==> src/logic/io_index_pkg.sv <==
/*
 * constants, types and field layouts shared by the channel buffer index
 * control block and its helpers.
 * assumes one 100 MHz clock domain and synchronous active-high reset.
 */
package io_index_pkg;

    localparam int NUM_CH = 4;
    localparam int CH_W   = 2;
    localparam int ESI_N  = 16;
    localparam int ESI_W  = 4;

    // buffer control word layout
    localparam int WORD_W       = 30;
    localparam int ADDR_LSB     = 0;
    localparam int ADDR_W       = 17;
    localparam int UNUSED_BIT   = 17;
    localparam int COUNT_LSB    = 18;
    localparam int COUNT_W      = 12;
    localparam int ESI_IN_LSB   = 15;
    localparam int ESI_OUT_LSB  = 0;
    localparam int ESI_FIELD_W  = 15;
    localparam int MSR_W        = 2;
    localparam int PAR_W        = 2;

    // reset values
    localparam logic [WORD_W-1:0] WORD_RST   = 30'h0000_0000;
    localparam logic [PAR_W-1:0]  PAR_RST    = 2'h0;
    localparam logic [MSR_W-1:0]  MSR_RST    = 2'h0;
    localparam logic [NUM_CH-1:0] CH_FLAGS_RST = 4'h0;

    // status trap vector: value arbitrary
    localparam logic [ADDR_W-1:0] STATUS_TRAP_ADDR = 17'h00040;

    // time of day: one hundredth of a minute per tick
    localparam longint CLK_PERIOD_PS = 10000;
    localparam longint TOD_TICK_MS   = 600;
    localparam int TOD_TICK_CYCLES =
        int'((TOD_TICK_MS * 64'd1000000000) / CLK_PERIOD_PS);
    localparam logic [4:0] TOD_HOURS_MAX = 5'h17;
    localparam logic [5:0] TOD_MIN_MAX   = 6'h3b;
    localparam logic [6:0] TOD_HUND_MAX  = 7'h63;

    typedef enum logic [1:0] {
        TGT_INT  = 2'h0,
        TGT_EXT  = 2'h1,
        TGT_MSR  = 2'h2,
        TGT_MODE = 2'h3
    } target_e;

    typedef enum logic [1:0] {
        ST_IDLE  = 2'h0,
        ST_READ  = 2'h1,
        ST_WRITE = 2'h3
    } xfer_state_e;

    typedef struct packed {
        logic [COUNT_W-1:0] count;
        logic               unused;
        logic [ADDR_W-1:0]  addr;
    } buffer_control_word_s;

    typedef struct packed {
        target_e            target;
        logic [CH_W-1:0]    channel;
        logic [ESI_W-1:0]   index;
        logic [WORD_W-1:0]  word;
        logic [PAR_W-1:0]   parity;
        logic               monitor;
    } load_s;

    typedef struct packed {
        target_e            target;
        logic [CH_W-1:0]    channel;
        logic [ESI_W-1:0]   index;
    } read_sel_s;

    typedef struct packed {
        logic [CH_W-1:0]    channel;
        logic               input_dir;
        logic [WORD_W-1:0]  data;
    } request_s;

    typedef struct packed {
        logic [4:0] hours;
        logic [5:0] minutes;
        logic [6:0] hundredths;
    } tod_s;

endpackage : io_index_pkg

==> src/logic/buffer_word_update.sv <==
/*
 * combinational update of one buffer control word for one transfer.
 * assumes the caller holds the word stable and supplies the mode,
 * direction and memory select bits.
 */
`timescale 1ns/10ps
module buffer_word_update
    import io_index_pkg::*;
(
    input  wire logic [WORD_W-1:0] word,
    input  wire logic              ext_mode,
    input  wire logic              input_dir,
    input  wire logic [MSR_W-1:0]  memory_select_register,
    output logic      [WORD_W-1:0] next_word,
    output logic      [ADDR_W-1:0] mem_addr,
    output logic                   count_zero
);
    import io_index_pkg::*;

    buffer_control_word_s     cur;
    buffer_control_word_s     isi_next;
    logic [ESI_FIELD_W-1:0]   in_field;
    logic [ESI_FIELD_W-1:0]   out_field;
    logic [WORD_W-1:0]        esi_next;

    assign cur = buffer_control_word_s'(word);
    assign in_field  = word[ESI_IN_LSB +: ESI_FIELD_W];
    assign out_field = word[ESI_OUT_LSB +: ESI_FIELD_W];

    assign isi_next.addr   = cur.addr + 17'h00001;
    assign isi_next.unused = cur.unused;
    assign isi_next.count  = cur.count - 12'h001;

    assign esi_next = input_dir
        ? {in_field + 15'h0001, out_field}
        : {in_field, out_field + 15'h0001};

    assign next_word = ext_mode ? esi_next : WORD_W'(isi_next);
    assign mem_addr = ext_mode
        ? {memory_select_register, (input_dir ? in_field : out_field)}
        : cur.addr;
    assign count_zero = (isi_next.count == 12'h000);

endmodule : buffer_word_update

==> src/logic/tod_counter.sv <==
/*
 * time of day counter in hours, minutes and hundredths of minutes.
 * assumes panel controls are already synchronised levels.
 */
`timescale 1ns/10ps
module tod_counter
    import io_index_pkg::*;
#(
    parameter int TICK_CYCLES = TOD_TICK_CYCLES
)
(
    input  wire logic clk,
    input  wire logic reset,
    input  wire logic clear,
    input  wire logic stop,
    input  wire logic start,
    input  wire logic set,
    input  wire tod_s set_value,
    output tod_s      value
);
    import io_index_pkg::*;

    tod_s        tod_reg;
    tod_s        tod_next;
    logic        run_reg;
    logic [25:0] div_reg;
    logic        tick;
    logic        hund_wrap;
    logic        min_wrap;

    assign tick = run_reg && (div_reg == 26'(TICK_CYCLES - 1));
    assign hund_wrap = (tod_reg.hundredths == TOD_HUND_MAX);
    assign min_wrap  = (tod_reg.minutes == TOD_MIN_MAX);

    always_comb
    begin
        tod_next = tod_reg;
        if (tick)
        begin
            tod_next.hundredths = hund_wrap ? 7'h00 : tod_reg.hundredths + 7'h01;
            if (hund_wrap)
            begin
                tod_next.minutes = min_wrap ? 6'h00 : tod_reg.minutes + 6'h01;
                if (min_wrap)
                    tod_next.hours = (tod_reg.hours == TOD_HOURS_MAX)
                        ? 5'h00 : tod_reg.hours + 5'h01;
            end
        end
    end

    always_ff @(posedge clk)
    begin
        if (reset || clear)
        begin
            tod_reg <= '0;
            div_reg <= '0;
            run_reg <= reset ? 1'b0 : run_reg;
        end
        else if (set)
        begin
            tod_reg <= set_value;
            div_reg <= '0;
        end
        else
        begin
            tod_reg <= tod_next;
            div_reg <= (tick || !run_reg) ? 26'h0 : div_reg + 26'h1;
            run_reg <= stop ? 1'b0 : (start ? 1'b1 : run_reg);
        end
    end

    assign value = tod_reg;

endmodule : tod_counter

==> src/logic/io_channel_buffer_index_control.sv <==
/*
 * buffer index control for word-wide i/o channels: per-channel internal
 * index registers, a shared external index table, function/status
 * signalling and the channel 0 console day clock.
 * assumes requests and loads come from logic on clk; interrupt lines and
 * panel controls are pins and are synchronised here.
 */
//
// Contract
// - address field increments after each word
// - count field decrements after each word
// - count zero after transfer ends buffer
// - internal mode: one register per channel
// - internal register loaded before transfers start
// - external mode: many registers chosen by index
// - external input address from bits 15-29
// - external output address from bits 0-14
// - memory select adds two high address bits
// - function word raises external function line
// - interrupt line forces status trap address
// - console and day clock on channel 0
// - day clock in hours, minutes, hundredths
// - day clock clear, stop, start, set
// - parity error zeroes word, ends internal only
// - monitored buffer full/empty raises monitor interrupt
`timescale 1ns/10ps
module io_channel_buffer_index_control
    import io_index_pkg::*;
#(
    parameter int TOD_TICKS = TOD_TICK_CYCLES
)
(
    input  wire logic                    clk,
    input  wire logic                    reset,
    input  wire logic                    load_valid,
    input  wire io_index_pkg::load_s     load,
    input  wire io_index_pkg::read_sel_s rd_sel,
    output logic [io_index_pkg::WORD_W-1:0] rd_data,
    input  wire logic                    req_valid,
    input  wire io_index_pkg::request_s  req,
    output logic                         req_ready,
    output logic                         mem_valid,
    output logic [io_index_pkg::ADDR_W-1:0] mem_addr,
    output logic                         mem_write,
    output logic                         xfer_refused,
    output logic                         buffer_end,
    output logic                         monitor_irq,
    output logic                         parity_irq,
    input  wire logic                    func_valid,
    input  wire logic [io_index_pkg::WORD_W-1:0] func_word,
    output logic [io_index_pkg::WORD_W-1:0] out_data,
    output logic                         ext_function,
    input  wire logic [io_index_pkg::NUM_CH-1:0] external_interrupt_line,
    output logic                         trap_valid,
    output logic [io_index_pkg::CH_W-1:0] trap_channel,
    output logic [io_index_pkg::ADDR_W-1:0] trap_addr,
    input  wire logic                    panel_clear,
    input  wire logic                    panel_stop,
    input  wire logic                    panel_start,
    input  wire logic                    panel_set,
    input  wire io_index_pkg::tod_s      panel_set_value,
    output io_index_pkg::tod_s           tod_value
);
    import io_index_pkg::*;

    ////////////////////////////////////////////////////////////////////////
    // index storage

    logic [WORD_W-1:0] int_word_reg [NUM_CH];
    logic [PAR_W-1:0]  int_par_reg  [NUM_CH];
    logic [NUM_CH-1:0] int_mon_reg;
    logic [NUM_CH-1:0] active_reg;
    logic [NUM_CH-1:0] ext_mode_reg;
    logic [WORD_W-1:0] ext_word_reg [ESI_N];
    logic [PAR_W-1:0]  ext_par_reg  [ESI_N];
    logic [MSR_W-1:0]  msr_reg;

    xfer_state_e       state_reg;
    request_s          cur_reg;
    logic              cur_ext_reg;
    logic [ESI_W-1:0]  cur_idx_reg;
    logic [WORD_W-1:0] rd_word_reg;
    logic [PAR_W-1:0]  rd_par_reg;

    logic              load_int;
    logic              load_ext;
    logic              sel_ext;
    logic [ESI_W-1:0]  sel_idx;
    logic              perr;
    logic              cur_dir;
    logic              isi_live;
    logic              wb_fire;
    logic              wb_isi;
    logic              wb_esi;
    logic              wb_write;
    logic [WORD_W-1:0] wb_word;
    logic [PAR_W-1:0]  wb_par;
    logic [WORD_W-1:0] upd_word;
    logic [ADDR_W-1:0] upd_addr;
    logic              upd_zero;

    assign load_int = load_valid && (load.target == TGT_INT);
    assign load_ext = load_valid && (load.target == TGT_EXT);

    // index on the input lines names device and direction
    assign sel_ext = ext_mode_reg[req.channel];
    assign sel_idx = req.data[ESI_W-1:0];
    assign cur_dir = cur_ext_reg ? cur_idx_reg[0] : cur_reg.input_dir;

    assign perr = (rd_par_reg != {^rd_word_reg[29:15], ^rd_word_reg[14:0]});
    assign isi_live = active_reg[cur_reg.channel];
    assign wb_fire  = (state_reg == ST_WRITE);
    assign wb_isi   = wb_fire && !cur_ext_reg && isi_live && !perr;
    assign wb_esi   = wb_fire && cur_ext_reg && !perr;
    assign wb_write = wb_fire && (cur_ext_reg || isi_live);
    assign wb_word  = perr ? WORD_RST : upd_word;
    assign wb_par   = {^wb_word[29:15], ^wb_word[14:0]};

    buffer_word_update u_update (
        .word       (rd_word_reg),
        .ext_mode   (cur_ext_reg),
        .input_dir  (cur_dir),
        .memory_select_register        (msr_reg),
        .next_word  (upd_word),
        .mem_addr   (upd_addr),
        .count_zero (upd_zero)
    );

    generate
        for (genvar c = 0; c < NUM_CH; c++)
        begin : g_int
            always_ff @(posedge clk)
            begin
                if (reset)
                begin
                    int_word_reg[c] <= WORD_RST;
                    int_par_reg[c]  <= PAR_RST;
                end
                else if (load_int && load.channel == CH_W'(c))
                begin
                    int_word_reg[c] <= load.word;
                    int_par_reg[c]  <= load.parity;
                end
                else if (wb_write && !cur_ext_reg &&
                         cur_reg.channel == CH_W'(c))
                begin
                    int_word_reg[c] <= wb_word;
                    int_par_reg[c]  <= wb_par;
                end
            end
        end
        for (genvar e = 0; e < ESI_N; e++)
        begin : g_ext
            always_ff @(posedge clk)
            begin
                if (reset)
                begin
                    ext_word_reg[e] <= WORD_RST;
                    ext_par_reg[e]  <= PAR_RST;
                end
                else if (load_ext && load.index == ESI_W'(e))
                begin
                    ext_word_reg[e] <= load.word;
                    ext_par_reg[e]  <= load.parity;
                end
                else if (wb_write && cur_ext_reg && cur_idx_reg == ESI_W'(e))
                begin
                    ext_word_reg[e] <= wb_word;
                    ext_par_reg[e]  <= wb_par;
                end
            end
        end
    endgenerate

    ////////////////////////////////////////////////////////////////////////
    // channel flags and memory select

    always_ff @(posedge clk)
    begin
        if (reset)
        begin
            active_reg   <= CH_FLAGS_RST;
            int_mon_reg  <= CH_FLAGS_RST;
            ext_mode_reg <= CH_FLAGS_RST;
            msr_reg      <= MSR_RST;
        end
        else
        begin
            if (load_int)
            begin
                active_reg[load.channel]  <= 1'b1;
                int_mon_reg[load.channel] <= load.monitor;
            end
            else if (wb_fire && !cur_ext_reg && (perr || upd_zero))
                active_reg[cur_reg.channel] <= 1'b0;
            if (load_valid && load.target == TGT_MODE)
                ext_mode_reg <= load.word[NUM_CH-1:0];
            if (load_valid && load.target == TGT_MSR)
                msr_reg <= load.word[MSR_W-1:0];
        end
    end

    ////////////////////////////////////////////////////////////////////////
    // transfer sequencer: read, then write back, one request at a time

    assign req_ready = (state_reg == ST_IDLE);

    always_ff @(posedge clk)
    begin
        if (reset)
        begin
            state_reg   <= ST_IDLE;
            cur_reg     <= '0;
            cur_ext_reg <= 1'b0;
            cur_idx_reg <= '0;
            rd_word_reg <= WORD_RST;
            rd_par_reg  <= PAR_RST;
        end
        else
        begin
            unique case (state_reg)
                ST_IDLE:
                begin
                    if (req_valid)
                    begin
                        cur_reg     <= req;
                        cur_ext_reg <= sel_ext;
                        cur_idx_reg <= sel_idx;
                        state_reg   <= ST_READ;
                    end
                end
                ST_READ:
                begin
                    rd_word_reg <= cur_ext_reg ? ext_word_reg[cur_idx_reg]
                                               : int_word_reg[cur_reg.channel];
                    rd_par_reg  <= cur_ext_reg ? ext_par_reg[cur_idx_reg]
                                               : int_par_reg[cur_reg.channel];
                    state_reg   <= ST_WRITE;
                end
                ST_WRITE:
                    state_reg <= ST_IDLE;
                default:
                    state_reg <= ST_IDLE;
            endcase
        end
    end

    always_ff @(posedge clk)
    begin
        if (reset)
        begin
            mem_valid    <= 1'b0;
            mem_addr     <= '0;
            mem_write    <= 1'b0;
            xfer_refused <= 1'b0;
            buffer_end   <= 1'b0;
            monitor_irq  <= 1'b0;
            parity_irq   <= 1'b0;
        end
        else
        begin
            mem_valid    <= wb_isi || wb_esi;
            mem_addr     <= upd_addr;
            mem_write    <= cur_dir;
            xfer_refused <= wb_fire && !cur_ext_reg && !isi_live;
            buffer_end   <= wb_isi && upd_zero;
            monitor_irq  <= wb_isi && upd_zero &&
                            int_mon_reg[cur_reg.channel];
            parity_irq   <= wb_write && perr;
        end
    end

    ////////////////////////////////////////////////////////////////////////
    // register readback

    always_ff @(posedge clk)
    begin
        if (reset)
            rd_data <= WORD_RST;
        else
            unique case (rd_sel.target)
                TGT_INT:  rd_data <= int_word_reg[rd_sel.channel];
                TGT_EXT:  rd_data <= ext_word_reg[rd_sel.index];
                TGT_MSR:  rd_data <= WORD_W'(msr_reg);
                TGT_MODE: rd_data <= WORD_W'({active_reg, ext_mode_reg});
            endcase
    end

    ////////////////////////////////////////////////////////////////////////
    // function words out, status traps in

    logic [NUM_CH-1:0] ei_s1_reg;
    logic [NUM_CH-1:0] ei_s2_reg;
    logic [NUM_CH-1:0] ei_d_reg;
    logic [NUM_CH-1:0] ei_rise;
    logic [CH_W-1:0]   ei_first;
    logic [3:0]        pnl_s1_reg;
    logic [3:0]        pnl_s2_reg;

    assign ei_rise = ei_s2_reg & ~ei_d_reg;

    always_comb
    begin
        ei_first = '0;
        for (int i = NUM_CH - 1; i >= 0; i--)
            if (ei_rise[i])
                ei_first = CH_W'(i);
    end

    always_ff @(posedge clk)
    begin
        if (reset)
        begin
            ei_s1_reg    <= '0;
            ei_s2_reg    <= '0;
            ei_d_reg     <= '0;
            pnl_s1_reg   <= '0;
            pnl_s2_reg   <= '0;
            out_data     <= WORD_RST;
            ext_function <= 1'b0;
            trap_valid   <= 1'b0;
            trap_channel <= '0;
            trap_addr    <= '0;
        end
        else
        begin
            ei_s1_reg    <= external_interrupt_line;
            ei_s2_reg    <= ei_s1_reg;
            ei_d_reg     <= ei_s2_reg;
            pnl_s1_reg   <= {panel_clear, panel_stop, panel_start, panel_set};
            pnl_s2_reg   <= pnl_s1_reg;
            ext_function <= func_valid;
            if (func_valid)
                out_data <= func_word;
            trap_valid   <= |ei_rise;
            if (|ei_rise)
            begin
                trap_channel <= ei_first;
                trap_addr    <= STATUS_TRAP_ADDR;
            end
        end
    end

    // console day clock, served on channel 0
    tod_counter #(
        .TICK_CYCLES (TOD_TICKS)
    ) u_tod (
        .clk       (clk),
        .reset     (reset),
        .clear     (pnl_s2_reg[3]),
        .stop      (pnl_s2_reg[2]),
        .start     (pnl_s2_reg[1]),
        .set       (pnl_s2_reg[0]),
        .set_value (panel_set_value),
        .value     (tod_value)
    );

    ////////////////////////////////////////////////////////////////////////
    // assertions

    a_addr_increment: assert property (@(posedge clk) disable iff (reset)
        wb_isi |=> int_word_reg[$past(cur_reg.channel)][16:0] ==
                   $past(rd_word_reg[16:0]) + 17'h00001)
        else $error("address field did not increment");

    a_count_decrement: assert property (@(posedge clk) disable iff (reset)
        wb_isi |=> int_word_reg[$past(cur_reg.channel)][29:18] ==
                   $past(rd_word_reg[29:18]) - 12'h001)
        else $error("count field did not decrement");

    a_end_on_zero: assert property (@(posedge clk) disable iff (reset)
        (wb_isi && rd_word_reg[29:18] == 12'h001) |=>
            buffer_end && !active_reg[$past(cur_reg.channel)])
        else $error("buffer not ended at zero count");

    a_parity_zero: assert property (@(posedge clk) disable iff (reset)
        (wb_write && perr && !cur_ext_reg) |=>
            int_word_reg[$past(cur_reg.channel)] == WORD_RST && parity_irq)
        else $error("parity error did not zero the word");

    a_esi_input_addr: assert property (@(posedge clk) disable iff (reset)
        (wb_esi && cur_dir) |=>
            mem_addr[14:0] == $past(rd_word_reg[29:15]) && mem_write)
        else $error("external input address wrong");

    a_esi_high_bits: assert property (@(posedge clk) disable iff (reset)
        wb_esi |=> mem_valid && mem_addr[16:15] == $past(msr_reg))
        else $error("memory select bits missing");

    a_function_line: assert property (@(posedge clk) disable iff (reset)
        func_valid |=> ext_function && out_data == $past(func_word))
        else $error("function line not raised with word");

    a_status_trap: assert property (@(posedge clk) disable iff (reset)
        $rose(external_interrupt_line[0]) ##1 external_interrupt_line[0]
            |-> ##[1:2] (trap_valid && trap_channel == '0 &&
                         trap_addr == STATUS_TRAP_ADDR))
        else $error("status trap not taken");

    a_rmw_sequence: assert property (@(posedge clk) disable iff (reset)
        (req_ready && req_valid) |=> !req_ready [*2] ##1 req_ready)
        else $error("read-modify-write not single");

    a_monitor_irq: assert property (@(posedge clk) disable iff (reset)
        monitor_irq |-> buffer_end && $past(int_mon_reg[cur_reg.channel]))
        else $error("monitor interrupt without monitored end");

endmodule : io_channel_buffer_index_control

==> config.mk <==
export PLATFORM = sky130hd
export DESIGN_NAME = io_channel_buffer_index_control
export DESIGN_NICKNAME = d
export VERILOG_FILES = /design/src/logic/io_index_pkg.sv /design/src/logic/buffer_word_update.sv /design/src/logic/tod_counter.sv /design/src/logic/io_channel_buffer_index_control.sv
export SDC_FILE = /design/constraint.sdc
export NUM_CORES = 2
export LEC_CHECK = 0
export BUFFER_PORTS_ARGS = -buffer_cell sky130_fd_sc_hd__buf_2
export CORE_UTILIZATION = 35
export CTS_BUF_LIST = sky130_fd_sc_hd__clkbuf_16
export CTS_CLUSTER_DIAMETER = 100
export CTS_CLUSTER_SIZE = 24
export DETAILED_ROUTE_END_ITERATION = 7
export GPL_ROUTABILITY_DRIVEN = 0
export SKIP_CTS_REPAIR_TIMING = 1
export SYNTH_ARGS = -nofsm -noshare
export SYNTH_HDL_FRONTEND = slang
export SYNTH_HIERARCHICAL = 1
export SYNTH_SLANG_ARGS = --single-unit
==> constraint.sdc <==
create_clock -name clk -period 6.2 [get_ports clk]
set_clock_uncertainty 0.05 [all_clocks]
set_input_delay 1.24 -clock clk [delete_from_list [all_inputs] [get_ports clk]]
set_output_delay 1.24 -clock clk [all_outputs]
set_load 0.02 [all_outputs]
## After elaboration in Yosys (flattened, before gate mapping)

Memories as Yosys holds them, arrays and structs flattened. A register that Yosys moved wholly into a read port is not among the register bits.
Index checks and enable logic that the tools add are counted.

- Register bits after elaboration: 209
- Memory bits (writable): 640
- Output and inout bits: 123
- Logic and storage cells: 550
- Memories: 4

Memory list:

| name | words | width | read ports | clocked after memory_dff | write ports | RTL line | source |
|---|---|---|---|---|---|---|---|
| ext_word_reg | 16 | 30 | 2 | 1 | 16 | io_channel_buffer_index_control.sv:74 | `logic [WORD_W-1:0] ext_word_reg [ESI_N];` |
| int_word_reg | 4 | 30 | 2 | 1 | 4 | io_channel_buffer_index_control.sv:69 | `logic [WORD_W-1:0] int_word_reg [NUM_CH];` |
| ext_par_reg | 16 | 2 | 1 | 1 | 16 | io_channel_buffer_index_control.sv:75 | `logic [PAR_W-1:0] ext_par_reg [ESI_N];` |
| int_par_reg | 4 | 2 | 1 | 1 | 4 | io_channel_buffer_index_control.sv:70 | `logic [PAR_W-1:0] int_par_reg [NUM_CH];` |

- Add/sub/neg operators: 8
- $lt $le $gt $ge: 5
- Eq/ne operators: 52
- Mux-type cells: 270
- Bitwise logic cells: 85
- Reduce and logical (&&, ||, !) cells: 92

Operators with widths:

| kind | number |
|---|---|
| 2-to-1 mux 30 bit | 44 |
| 2-to-1 mux 1 bit | 153 |
| case mux 30 bit (4 select lines) | 1 |
| 2-to-1 mux 2 bit | 50 |
| bitwise OR 1 bit | 80 |
| equality test 4 bit (second input constant) | 16 |
| logical AND 1 bit | 60 |
| XOR reduction 15 bit | 4 |
| 2-to-1 mux 18 bit | 2 |
| equality test 4 x 3 -> 1 bit (second input constant) | 8 |
| adder 15 x 1 -> 15 bit (second input constant) | 2 |
| adder 26 x 1 -> 26 bit (second input constant) | 1 |
| equality test 26 bit (second input constant) | 1 |
| 2-to-1 mux 4 bit | 6 |
| equality test 2 bit (second input constant) | 9 |
| adder 17 x 1 -> 17 bit (second input constant) | 1 |
| 2-to-1 mux 17 bit | 1 |
| equality test 4 x 2 -> 1 bit (second input constant) | 4 |
| 2-to-1 mux 15 bit | 1 |
| logical NOT 12 bit | 1 |
| subtractor 12 x 1 -> 12 bit (second input constant) | 1 |
| 2-to-1 mux 11 bit | 1 |
| equality test 2 x 1 -> 1 bit (second input constant) | 5 |
| logical NOT 2 bit | 5 |
| 31 further kinds | 55 |

## Longest topological paths before layout

- Depth in word-level cells: 11
- Gate-level depth with buffers: 14
- Gate-level depth less buffers: 11

## Cells and area by module

The synthesis kept the hierarchy.

Modules (own cells, without submodules):

| module | instances | cells each | area an instance (um2) | sequential area each (um2) |
|---|---|---|---|---|
| io_channel_buffer_index_control | 1 | 3421 | 42114.1 | 22621.7 |
| tod_counter | 1 | 292 | 2471.1 | 910.9 |
| buffer_word_update | 1 | 172 | 1044.8 | 0.0 |

## Least setup slack after synthesis

Ideal clock, no wire load.

- Path type: input-to-reg
- Start point: input load[40] (netlist name)
- End point: memory int_par_reg[1][0], enable pin
- Library setup time: 0.466 ns
- Arrival time: 3.348 ns
- Setup slack: 2.337 ns
- Cell stages on the path: 5
- Path buffers: 1
- Cells stage by stage: or3b_2 -> clkbuf_1 -> nor3_1 -> nor2_1 -> o21ai_0

RTL lines:

| what | RTL line | source |
|---|---|---|
| from (decl) | io_channel_buffer_index_control.sv:36 | `input wire io_index_pkg::load_s load,` |
| to (decl) | io_channel_buffer_index_control.sv:70 |  |

==> impl_metrics.ini <==
[status]
outcome = finished clean

[power]
irDropWorstVdd_uv = 424
pwr_density_cell_mw_per_mm2 = 256
p_total_mw = 12.7
power_leakage_nw = 15.5

[finish]
largest_reg_flops = 480
syn_to_final_growth_pct = 8.77
final_common_cell = edfxtp_1
final_nets = 4026
fill_cells = 12642
drive_above_1_share_pct = 19.7
final_cell_mix = edfxtp_1, nand2_1, o22ai_1, mux4_2, buf_2
final_util_pct = 38.3

[floorplan]
dieHeight_um = 363
row_count = 132
start_util_pct = 35.2
die_x_um = 363
dieArea_sq_mm = 0.132
top_level_ports = 266
core_sq_mm = 0.129

[grt]
antenna_found_initial = 13
grt_start_max_net_pins = 114
grt_usage_pct = 25.1
grt_overflow = 0
first_global_vias = 34715
grt_first_pass_wirelength_um = 240000

[synthesis]
yosys_warnings = 6
synth.avg_cell_area_sq_um = 11.7
synthMuxAreaShare_pct = 16.8
postSynthCellCount = 3885
synth_cell_types = 81
async_flop_share_pct = 0
ys_seq_elements = 855
synth_top_family_by_area = multiplexers
synthAdderAreaFrac_pct = 0.247
synth_xor_area_share_pct = 2.19
synth_top_flop_cell = edfxtp_1
yosysTopAreaCellShare_pct = 42.2
synth_seq_area_share_pct = 51.6
synth_compound_area_share_pct = 14.5
synth_area_sq_mm = 0.0456
synth-simple-area-share_pct = 10.7
synth_edf_count = 641
synth_area_leader_cell = edfxtp_1
synth_area_leaders = edfxtp_1, mux4_2, dfxtp_1

[sta]
hold_slack_ps = 397
slew_headroom_pct = 20.5
finalSetupTns_ps = 0
fin_crit_sh_pct = 88.7
max_freq_mhz = 182
layout_setup_ws_ps = 703
rsz0062_at_grt = no
hold_viol_final = 0
max_slew.worst_pin.slew_ps = 1190
min_period_ps = 5500
setup_viol = 0
slew_violations = 0

[critical_path]
r2r_slack_ps = 700
crit_type = reg -> reg
end_kind = register
worstPathRequired_ps = 6610
path_max_fanout = 21
critPathArrivalTime_ps = 5900
start_kind = register

[clocking]
clkSinkCount = 855
cts_buffer_depth = 3
insertion_delay_ps = 680
clk_pin_slew_ps = 100
clockRootBuffer = clkbuf_16
cts_made_buffers = 41
htree_levels = 2
cts_tree = done

[min_path]
hold_class = reg -> reg

[detailed_routing]
routed_wl_um = 171000
dr.max_layer_used = met5
first_pass_iters = 6
m1WireLength_um = 62200
dr_wl_met2_um = 74600
vias = 36626
dr_wl_met3_um = 22700
drcViolationCount = 0
route.detailed.wl_per_inst_um = 30.3
drt-initial-drc-count = 5535
vias_per_cell = 6.48
ant_nets = 0

[placed_design]
io_buffers = 223
dpl.hpwl_um = 106000
pre_cts_ws_ps = 1120

[job]
drv_cap = 0
stage by stage:
step | cells | instance area (sq um)
after global routing | 5648 | 49600
after detailed placement | 5573 | 48400
after floorplan | 3900 | 45700
final | 5651 | 49600
after CTS | 5647 | 49600
after global placement | 5573 | 48400
critical path: stages, from the launching register on:
cell	delay, ps
dfxtp_2	350
mux2_2	460
and2_1	520
nor3_1	880
nand3_1	200
xnor2_1	600
xor2_1	170
xnor2_1	180
xnor2_1	570
xnor2_1	440
nand2_1	460
o32ai_1	390
cells by family (layout without fill, tap and decap cells):
group	after synthesis	after routing
fa+ha+maj	9	9
buf+inv	426	431
compound gates	1050	1050
simple gates	1056	1056
flops	855	855
xor+xnor	113	113
other cells	1	20
mux	375	375
cells in the mapped netlist, types with 36 or more instances:
cell type	count
a211oi_1	43
nand4_1	44
nor2_1	154
buf_2	86
mux4_2	313
xor2_1	41
o22ai_1	468
a22o_1	104
edfxtp_1	641
nand2b_1	36
a21oi_1	133
nand3_1	41
a31oi_1	36
nor2b_1	87
xnor2_1	71
o21ai_0	185
dfxtp_1	214
nand2_1	548
nor3_1	57
clkbuf_1	276
mux2i_1	55
final timing paths:
path | from | end | depth (start not counted)
hold / removal | ei_s1_reg[1] | ei_s2_reg[1] | 1
hold reg to reg | ei_s1_reg[1] | ei_s2_reg[1] | 1
setup reg to reg | cur_ext_reg | ext_par_reg[1][0] | 11
setup / recovery | cur_ext_reg | ext_par_reg[1][0] | 11
area by class of cell:
class,count,area [sq um],area share [%]
well taps,1742,2180,4.39
inverters,24,90.1,0.182
repair buffers,333,2070,4.16
multi-input cells,2619,20600,41.4
diodes,4,10.0,0.0202
clock buffers,41,1030,2.07
flip-flops and latches,855,23500,47.4
clock inverters,33,158,0.318
metal layers:
| metal | up-vias | track usage [%] |
|---|---|---|
| met5 | - | 0 |
| met4 | 16 | 15.0 |
| met3 | 521 | 5.72 |
| met2 | 2964 | 37.2 |
| met1 | 18005 | 33.4 |
| li1 | 15120 | - |
report_power, final:
group          internal [mW]  switching [mW]  leakage (nW)  total (mW)
clock network           1.24            1.97         0.685        3.21
registers               6.43           0.207          7.95        6.63
logic                  0.881            2.00          6.90        2.89
total                   8.54            4.19          15.5        12.7
No activity file was read; power rests on OpenSTA's default activity.
